===== src/logic/srbm_pkg.sv =====
// Register map, field layout and encodings of the supply regulator block.
package srbm_pkg;
  localparam logic [7:0]  SRBM_OPTION_ADDR = 8'h94;
  localparam logic [7:0]  SRBM_SVC_ADDR    = 8'hA7;
  localparam logic [7:0]  SRBM_CSEL_ADDR   = 8'hC2;
  localparam logic [7:0]  SRBM_CRES_ADDR   = 8'hC3;
  localparam logic [15:0] SRBM_CAL_ADDR    = 16'h3FFC;

  localparam logic [7:0] SRBM_OPTION_RST = 8'hC1;
  localparam logic [7:0] SRBM_SVC_RST    = 8'h7F;
  localparam logic [7:0] SRBM_CSEL_RST   = 8'h00;
  localparam logic [7:0] SRBM_SVC_MASK   = 8'h7F;

  localparam int SRBM_REG_EN_BIT  = 6;
  localparam int SRBM_RUN_SEL_LSB = 3;
  localparam int SRBM_SLP_SEL_LSB = 0;
  localparam int SRBM_FILT_BIT    = 4;
  localparam int SRBM_LVR_EN_BIT  = 7;
  localparam int SRBM_CMP_RES_BIT = 7;

  localparam logic [3:0] SRBM_DIV_OFF     = 4'h0;
  localparam logic [3:0] SRBM_DIV_UNDEF   = 4'hE;
  localparam logic [7:0] SRBM_CAL_LO      = 8'hA1;
  localparam logic [7:0] SRBM_CAL_HI      = 8'hAD;
  localparam logic [7:0] SRBM_CAL_DEFAULT = 8'hA7;

  // Core supply source chosen by the regulator path.
  typedef enum logic [2:0] {
    SRBM_SRC_BATTERY,
    SRBM_SRC_BAT_16_30,
    SRBM_SRC_BAT_17_30,
    SRBM_SRC_BAT_18_30,
    SRBM_SRC_BG_X275,
    SRBM_SRC_INVALID
  } srbm_src_t;
endpackage


===== src/logic/srbm_sel_if.sv =====
// Carries the active voltage select from the main block to its decoder.
interface srbm_sel_if;
  logic       reg_en;
  logic [2:0] code;
  logic [2:0] src;
  logic       valid;
  modport ctrl (output reg_en, output code, input src, input valid);
  modport dec  (input reg_en, input code, output src, output valid);
endinterface


===== src/logic/srbm_supply_regulator.sv =====
// Supply regulator control, battery comparator select and low-voltage reset.
module srbm_supply_regulator
  import srbm_pkg::*;
(
  // Clock and reset
  input  wire logic        core_clk_i,
  input  wire logic        rst_n_i,
  // Special function register port
  input  wire logic [7:0]  sfr_addr_i,
  input  wire logic        sfr_wr_i,
  input  wire logic [7:0]  sfr_wdata_i,
  output logic      [7:0]  sfr_rdata_o,
  // Flash calibration read port
  input  wire logic [15:0] cal_addr_i,
  input  wire logic [7:0]  cal_flash_data_i,
  output logic      [7:0]  cal_rdata_o,
  output logic             cal_measured_o,
  output logic      [7:0]  cal_effective_o,
  // Chip state
  input  wire logic        sleep_state_i,
  input  wire logic        emulator_mode_i,
  input  wire logic        cmp_raw_i,
  // Analog controls
  output logic             regulator_enable_o,
  output logic      [2:0]  core_src_o,
  output logic             core_sel_valid_o,
  output logic             cmp_enable_o,
  output logic      [3:0]  divider_select_o,
  output logic             divider_undef_o,
  output logic             noise_filter_o,
  output logic             low_battery_detect_o,
  output logic             second_low_voltage_reset_o
);

  typedef struct packed {
    logic [7:0] option_bits;
    logic [7:0] supply_voltage_control;
    logic [7:0] comparator_select;
    logic       cmp_sync;
    logic       cmp_res;
    logic       lv_rst;
    logic [7:0] rdata;
    logic [7:0] cal;
    logic [2:0] src;
    logic       src_valid;
  } srbm_state_t;

  srbm_state_t st_reg;
  srbm_state_t st_next;
  srbm_sel_if  sel ();

  // In emulator mode the control byte is pinned to its reset value, while
  // the stored byte is kept so that leaving emulator mode restores it.
  logic [7:0] svc_eff;
  assign svc_eff = emulator_mode_i ? SRBM_SVC_RST
                                   : st_reg.supply_voltage_control;

  // Power state picks which field reaches the regulator decoder.
  assign sel.reg_en = svc_eff[SRBM_REG_EN_BIT];
  assign sel.code   = sleep_state_i ?
                      svc_eff[SRBM_SLP_SEL_LSB +: 3] :
                      svc_eff[SRBM_RUN_SEL_LSB +: 3];

  srbm_vsel_decode u_dec (
    .sel (sel)
  );

  always_comb begin
    st_next = st_reg;
    if (sfr_wr_i) begin
      case (sfr_addr_i)
        SRBM_OPTION_ADDR: st_next.option_bits = sfr_wdata_i;
        SRBM_SVC_ADDR: begin
          if (!emulator_mode_i) begin
            st_next.supply_voltage_control =
              sfr_wdata_i & SRBM_SVC_MASK;
          end
        end
        SRBM_CSEL_ADDR:   st_next.comparator_select = sfr_wdata_i;
        default: ;
      endcase
    end
    // The first stage only feeds the second, since the analog output is
    // asynchronous to this clock.
    st_next.cmp_sync = cmp_raw_i;
    // A disabled comparator holds a low result.
    st_next.cmp_res  = (st_reg.comparator_select[3:0] != SRBM_DIV_OFF)
                       && st_reg.cmp_sync;
    st_next.lv_rst = st_reg.comparator_select[SRBM_LVR_EN_BIT]
                     && !st_reg.cmp_res;
    st_next.rdata = 8'h00;
    case (sfr_addr_i)
      SRBM_OPTION_ADDR: st_next.rdata = st_reg.option_bits;
      SRBM_SVC_ADDR:    st_next.rdata = svc_eff;
      SRBM_CSEL_ADDR:   st_next.rdata = st_reg.comparator_select;
      SRBM_CRES_ADDR: begin
        // Only the compare bit lives here; the converter bits read zero.
        st_next.rdata[SRBM_CMP_RES_BIT] = st_reg.cmp_res;
      end
      default:          st_next.rdata = 8'h00;
    endcase
    st_next.cal = (cal_addr_i == SRBM_CAL_ADDR) ?
                  cal_flash_data_i : 8'h00;
    st_next.src       = sel.src;
    st_next.src_valid = sel.valid;
  end

  always_ff @(posedge core_clk_i) begin
    if (!rst_n_i) begin
      st_reg                        <= '0;
      st_reg.option_bits            <= SRBM_OPTION_RST;
      st_reg.supply_voltage_control <= SRBM_SVC_RST;
      st_reg.comparator_select      <= SRBM_CSEL_RST;
      st_reg.src                    <= 3'(SRBM_SRC_BG_X275);
      st_reg.src_valid              <= 1'b1;
    end else begin
      st_reg <= st_next;
    end
  end

  logic cal_in_range;
  assign cal_in_range = (cal_flash_data_i >= SRBM_CAL_LO) &&
                        (cal_flash_data_i <= SRBM_CAL_HI);

  assign sfr_rdata_o          = st_reg.rdata;
  assign cal_rdata_o          = st_reg.cal;
  assign cal_measured_o       = cal_in_range;
  assign cal_effective_o      = cal_in_range ? cal_flash_data_i
                                             : SRBM_CAL_DEFAULT;
  assign regulator_enable_o   = svc_eff[SRBM_REG_EN_BIT];
  assign core_src_o           = st_reg.src;
  assign core_sel_valid_o     = st_reg.src_valid;
  assign divider_select_o     = st_reg.comparator_select[3:0];
  assign cmp_enable_o         = (divider_select_o != SRBM_DIV_OFF);
  assign divider_undef_o      = (divider_select_o[3:1] == SRBM_DIV_UNDEF[3:1]);
  assign noise_filter_o       = st_reg.option_bits[SRBM_FILT_BIT];
  assign low_battery_detect_o = !st_reg.cmp_res;
  assign second_low_voltage_reset_o = st_reg.lv_rst;

  // The read data is registered, so the frozen view shows only after
  // emulator mode has stood for one full cycle.
  chk_svc_frozen_emul: assert property (
    @(posedge core_clk_i) disable iff (!rst_n_i)
    (emulator_mode_i && $past(emulator_mode_i)
       && $past(sfr_addr_i) == SRBM_SVC_ADDR)
      |-> sfr_rdata_o == SRBM_SVC_RST)
    else $error("supply control not frozen in emulator mode");

  chk_lvrst_needs_enable: assert property (
    @(posedge core_clk_i) disable iff (!rst_n_i)
    !st_reg.comparator_select[SRBM_LVR_EN_BIT]
      |=> !second_low_voltage_reset_o)
    else $error("low voltage reset without enable");

  chk_lvrst_fires_low: assert property (
    @(posedge core_clk_i) disable iff (!rst_n_i)
    (st_reg.comparator_select[SRBM_LVR_EN_BIT] && !st_reg.cmp_res)
      |=> second_low_voltage_reset_o)
    else $error("low voltage reset missed");

  chk_cmp_off_zero: assert property (
    @(posedge core_clk_i) disable iff (!rst_n_i)
    (divider_select_o == SRBM_DIV_OFF) |=> !st_reg.cmp_res)
    else $error("disabled comparator gave a high result");

  chk_reg_off_battery: assert property (
    @(posedge core_clk_i) disable iff (!rst_n_i)
    !regulator_enable_o ##1 !regulator_enable_o
      |-> core_src_o == 3'(SRBM_SRC_BATTERY))
    else $error("regulator off but core not on battery");

  chk_sleep_routing: assert property (
    @(posedge core_clk_i) disable iff (!rst_n_i)
    (sleep_state_i && regulator_enable_o
       && svc_eff[2:0] == 3'h7) |=> core_src_o == 3'(SRBM_SRC_BG_X275))
    else $error("sleep select not routed");

  chk_run_invalid: assert property (
    @(posedge core_clk_i) disable iff (!rst_n_i)
    (!sleep_state_i && regulator_enable_o && !svc_eff[5])
      |=> !core_sel_valid_o)
    else $error("invalid run code accepted");

  chk_run_routing: assert property (
    @(posedge core_clk_i) disable iff (!rst_n_i)
    (!sleep_state_i && regulator_enable_o && svc_eff[5:3] == 3'h4)
      |=> core_src_o == 3'(SRBM_SRC_BAT_16_30))
    else $error("run select not routed");

  chk_bit7_zero: assert property (
    @(posedge core_clk_i) disable iff (!rst_n_i)
    !svc_eff[7])
    else $error("supply control bit 7 set");

  chk_cres_low_zero: assert property (
    @(posedge core_clk_i) disable iff (!rst_n_i)
    (sfr_addr_i == SRBM_CRES_ADDR) |=> sfr_rdata_o[6:0] == 7'h00)
    else $error("comparator result low bits not zero");

  chk_cal_fallback: assert property (
    @(posedge core_clk_i) disable iff (!rst_n_i)
    !cal_measured_o |-> cal_effective_o == SRBM_CAL_DEFAULT)
    else $error("unmeasured calibration not defaulted");

  chk_cal_port: assert property (
    @(posedge core_clk_i) disable iff (!rst_n_i)
    (cal_addr_i == SRBM_CAL_ADDR)
      |=> cal_rdata_o == $past(cal_flash_data_i))
    else $error("calibration byte not returned");

  chk_filter_bit: assert property (
    @(posedge core_clk_i) disable iff (!rst_n_i)
    (sfr_wr_i && sfr_addr_i == SRBM_OPTION_ADDR)
      |=> noise_filter_o == $past(sfr_wdata_i[SRBM_FILT_BIT]))
    else $error("noise filter bit not taken");
endmodule


===== src/logic/srbm_vsel_decode.sv =====
// Decodes the active voltage select code into a core supply source.
module srbm_vsel_decode
  import srbm_pkg::*;
(
  srbm_sel_if.dec sel
);
  srbm_src_t src;

  always_comb begin
    src = SRBM_SRC_INVALID;
    if (!sel.reg_en) begin
      src = SRBM_SRC_BATTERY;
    end else begin
      case (sel.code)
        3'h4:    src = SRBM_SRC_BAT_16_30;
        3'h5:    src = SRBM_SRC_BAT_17_30;
        3'h6:    src = SRBM_SRC_BAT_18_30;
        3'h7:    src = SRBM_SRC_BG_X275;
        default: src = SRBM_SRC_INVALID;
      endcase
    end
  end

  assign sel.src   = src;
  assign sel.valid = (src != SRBM_SRC_INVALID);
endmodule


===== config.mk =====
export PLATFORM = sky130hd
export DESIGN_NAME = srbm_supply_regulator
export DESIGN_NICKNAME = d
export VERILOG_FILES = /design/src/logic/srbm_pkg.sv /design/src/logic/srbm_sel_if.sv /design/src/logic/srbm_supply_regulator.sv /design/src/logic/srbm_vsel_decode.sv
export SDC_FILE = /design/constraint.sdc
export NUM_CORES = 1
export LEC_CHECK = 0
export BUFFER_PORTS_ARGS = -buffer_cell sky130_fd_sc_hd__buf_2
export CAP_MARGIN = 20
export CELL_PAD_IN_SITES_DETAIL_PLACEMENT = 1
export CELL_PAD_IN_SITES_GLOBAL_PLACEMENT = 2
export CORE_ASPECT_RATIO = 0.7
export CORE_MARGIN = 2
export CORE_UTILIZATION = 26
export CTS_BUF_LIST = sky130_fd_sc_hd__clkbuf_8
export DETAILED_ROUTE_END_ITERATION = 8
export PLACE_DENSITY = 0.9
export SLEW_MARGIN = 20
export SYNTH_ARGS = -nofsm -noshare
export SYNTH_HDL_FRONTEND = slang
export SYNTH_HIERARCHICAL = 1
export SYNTH_SLANG_ARGS = --single-unit
export TNS_END_PERCENT = 30

===== constraint.sdc =====
create_clock -name core_clk_i -period 1.4 [get_ports core_clk_i]
set_input_delay 0 -clock core_clk_i [delete_from_list [all_inputs] [get_ports core_clk_i]]
set_output_delay 0 -clock core_clk_i [all_outputs]
set_load 0.03 [all_outputs]

# ---- Word level (Yosys, flattened, before mapping)
# Index checks and enable logic that the tools add are counted.
dict set report totals {
  regBits 46
  in_bits 46
  output_inout_bits 39
  word_cells 40
}
dict set report op_classes {
  n_lt_le_gt_ge 2
  eq_ne 11
  n_mux 7
  bitwise_logic 1
  n_reduce_logical 9
}
# op count
set ops {}
lappend ops {{equality test 8 bit (second input constant)} 4}
lappend ops {{one-hot mux 7 bit (3 select lines)} 1}
lappend ops {{equality test 16 x 14 -> 1 bit (second input constant)} 1}
lappend ops {{equality test 3 bit (second input constant)} 5}
lappend ops {{one-hot mux 3 bit (4 select lines)} 1}
lappend ops {{greater-or-equal comparator 8 bit (second input constant)} 1}
lappend ops {{<= comparator 8 bit (second input constant)} 1}
lappend ops {{two-way mux 8 bit} 1}
lappend ops {{two-way mux 7 bit} 1}
lappend ops {{two-way mux 3 bit} 2}
lappend ops {{AND reduction 2 bit} 3}
lappend ops {{one-hot mux 1 bit (4 select lines)} 1}
lappend ops {{nonzero test 4 bit} 1}
lappend ops {{logical AND 1 bit} 3}
lappend ops {{!= test 3 bit (second input constant)} 1}
lappend ops {{AND reduction 3 bit} 1}
lappend ops {{zero test 1 bit} 1}
lappend ops {{NOT 1 bit} 1}

# ---- Depth between registers and ports, before layout
dict set report depth {
  depth_word 6
  depth_mapped 5
  ltp_nobuf 5
}

# ---- By module
# The synthesis kept the hierarchy.
# mod instances cells_each area_per_inst_um2 seq_area_each_um2
set by_module_without_submodules {}
lappend by_module_without_submodules {srbm_supply_regulator 1 223 2109.5 920.9}
lappend by_module_without_submodules {srbm_vsel_decode 1 6 40.0 0.0}

# ---- Worst setup path before layout
# Ideal clock, no wire load.
dict set report synth_path {
  kind {flip-flop to flip-flop}
  from {register st_reg (netlist bit divider_select_o[0])}
  to {register st_reg[21] in the netlist's numbering}
  setup_time_ns 0.116
  arrival_ns 1.249
  required_ns 1.284
  slack_ns 0.035
  path_stages_with_launch 3
  path_buffers 0
  synth_period_minus_slack_ns 1.365
  path_cell_list {dfxtp_1 > or4_1 > and3_1}
}
dict set report synth_between {
  elab_chain_len 2
}
# item line_no
set synth_lines {}
lappend synth_lines {{start, declared} srbm_supply_regulator.sv:48} ;# srbm_state_t st_reg;
lappend synth_lines {{start signal, assigned} srbm_supply_regulator.sv:117} ;# st_reg <= st_next;
lappend synth_lines {{nonzero test 4 bit} n/a}
lappend synth_lines {{via cmp_enable_o} srbm_supply_regulator.sv:27} ;# output logic cmp_enable_o,
lappend synth_lines {{logical AND 1 bit} srbm_supply_regulator.sv:88} ;# && st_reg.cmp_sync;
# The timed path passes the listed nets, and every way through them passes these cells.
# A chain may end at the register's enable or synchronous reset.

# ---- Worst setup path in the final report
dict set report layout_path {
  from {register st_reg (netlist bit divider_select_o[0])}
  to {output cmp_enable_o}
}
dict set report layout_between {
  elab_chain_len 1
}
# item line_no
set layout_lines {}
lappend layout_lines {{nonzero test 4 bit} srbm_supply_regulator.sv:134} ;# assign cmp_enable_o = (divider_select_o != SRBM_DIV_OFF);
lappend layout_lines {{end, declared} srbm_supply_regulator.sv:27}
# Every way passes these cells.

==> run metrics <==
RSZ-0062 raised after global routing no; Synth top area share 42.8%; RR Endpoint core_src_o[1]; layout cell share with drive strength beyond 1 35.2%; Avg WL per Cell 14.5 um; CTS HTree Levels 2; Ys Warns 6; combinational share of power 10.8%; reg2reg setup slack 70 ps; via/cell ratio 4.47; die height 80.1 um; hold crit path type primary input to flip-flop; io pins 85; crit path capture cmp_enable_o; run status complete, no violations; Antenna diodes 0; post-synthesis sequential area ratio 42.8%; row cnt 27; placed insts 385; global-route wire length before repair 9600 um; CP max stage delay 540 ps; critical-path cell list or4_4, buf_6; Max Fclk 731 MHz; area leader, netlist dfxtp_1; Area Overhead vs Synth 29.9%; Num CTS Buffers 5; crit end category primary output; EDFF count, synth 0; gr ovfl total 0; Synth Flop Type dfxtp_1; Setup WS pre-CTS 83.1 ps; clk_lat worst skew 300 ps; Netlist cell types 42; worst hold slack 52.5 ps; Final WS setup 31.4 ps; drt first pass iters 4; Final Hold Viols 0; WP data required 1400 ps; drt total wl 5960 um; Synth Cell Area 2150 sq um; full die area 9020 sq um; Starting Density 27.1%; placer congestion estimate 0.731; Slowest cell on crit path or4_4; number of global-route vias before repair 1949; Setup Skew 9.87 ps; TritonCTS clock tree done; Final Cycle Share 97.8%; synth cell count leaders dfxtp_1, buf_4, nand2_1; max reg flops 20; Min Clock Period, post-route 1370 ps; CP Data Arrival Time 1370 ps; Setup CP Type flip-flop to primary output; PD cells 865 nW/um^2; NetSw 589 uW; final core utilization 35.2%; R2R cell count 5; antenna-violating nets left 0; core area 7940 sq um; Mapped Cells 229; dominant cells by area after synthesis dfxtp_1, buf_4, mux2i_1, nand2_1, and2_1; Die W 113 um; switching fraction of total power 24.4%; DRC 0; Worst-path clk slew 90 ps; internal cell power 1830 uW; Async S/R FF share, synth 0%; clock root buffer clkbuf_8; Clock power frac 34.8%; pin count of the biggest net entering global routing 41; DP Wirelength 4570 um; critical path startpoint divider_select_o[0]; initial antenna violation count 0; gr usage total 13.3%; total number of vias 1837; P_leak 0.00126 uW; setup TNS 0 ps; Reg power frac 54.4%; maximum VDD drop 407 uV; nets@finish 355; clk sinks 46; count leader, synth dfxtp_1; non-filler instance count after layout 411; Slew Viols, Final 0; flops & latches, synth 46; Port Buffers 80; Critical Path Start Type flip-flop; # setup viols final 0; MaxCap Viol Count 0; average cell area after synthesis 9.39 sq um; Max clock buf depth 2; crit path max fanout 4; RR Startpoint st_reg[34]; final-layout fill cell count 954; Detailed Route Iter0 Violations 35
cell usage in the layout (no fill, tap or decap), drive strengths merged, types with 2 or more instances in the layout:
cell type / count
conb: 4
nand2b: 3
and3: 6
nor2: 15
and2: 11
nand4: 5
nand2: 21
a21boi: 3
or2: 4
nor4: 2
nor2b: 9
o21ai: 9
o2bb2ai: 6
nand3: 10
buf: 89
a211o: 3
dlygate4sd3: 18
a22oi: 7
inv: 3
clkbuf: 6
dfxtp: 46
mux2i: 15
nor4bb: 2
and4b: 2
critical path: cells and delay by family (launching register included):
family                 cells  cell delay (ps)
and+or+nand+nor            1              540
buffers and inverters      1              160
DFF                        1              370
routing by layer:
layer	global-route usage, %	share of wire (%)	vias up
li1	-	-	916
met1	17.9	48	865
met2	21.4	46	51
met3	3.77	6.0	5
met4	3.05	0.55	0
met5	0	0	-
area by class of cell:
cell class	instances	area, sq um	share of cell area (%)
Timing Repair Buffer	107	667	23.9
Multi-Input combinational cell	147	975	34.9
Clock inverter	2	8.76	0.314
Sequential cell	46	926	33.2
Clock buffer	6	82.6	2.96
Tap cell	101	126	4.53
Inverter	2	7.51	0.269
power by group through the flow:
stage | sequential (uW) | combinational, uW | clock, uW
finish | 1310 | 260 | 842
global route | 1320 | 285 | 930
global placement | 1350 | 216 | 0
CTS | 1320 | 261 | 869
floorplan | 1350 | 121 | 0
detailed placement | 1350 | 221 | 0
stage by stage:
stage / instance area [sq um] / total power [uW]
global placement: 2510 / 1560
detailed placement: 2510 / 1570
CTS: 2780 / 2450
floorplan: 2160 / 1470
finish: 2790 / 2420
global route: 2790 / 2530
worst min path at each step:
stage	cells after the start	from	to	slack (ps)
after floorplan	1	cal_flash_data_i[0]	cal_rdata_o[0]	120
after global placement	2	cmp_raw_i	st_reg[22]	210
after detailed placement	2	cmp_raw_i	st_reg[22]	230
after CTS	4	sfr_addr_i[2]	sfr_rdata_o[7]	30
after global routing	4	sfr_addr_i[2]	sfr_rdata_o[7]	60
final	4	sfr_addr_i[2]	sfr_rdata_o[7]	50
cell families after synthesis:
logic type                count (synthesis)  share of synthesized area (%)
AOI/OAI and AO/OA                        31                           10.5
other                                     2                          0.349
DFF                                      46                           42.8
buffers and inverters                    38                           12.6
and+or+nand+nor                          95                           25.7
xor gates and xnor gates                  1                          0.408
muxes                                    16                           7.51
timing repair:
action	in CTS	in global routing
gates cloned	0	0
setup endpoints to repair	1	1
resized for setup	3	3
setup buffers	0	0
hold endpoints to repair	28	0
hold buffers	18	0
Power figures use the tool's default switching activity.
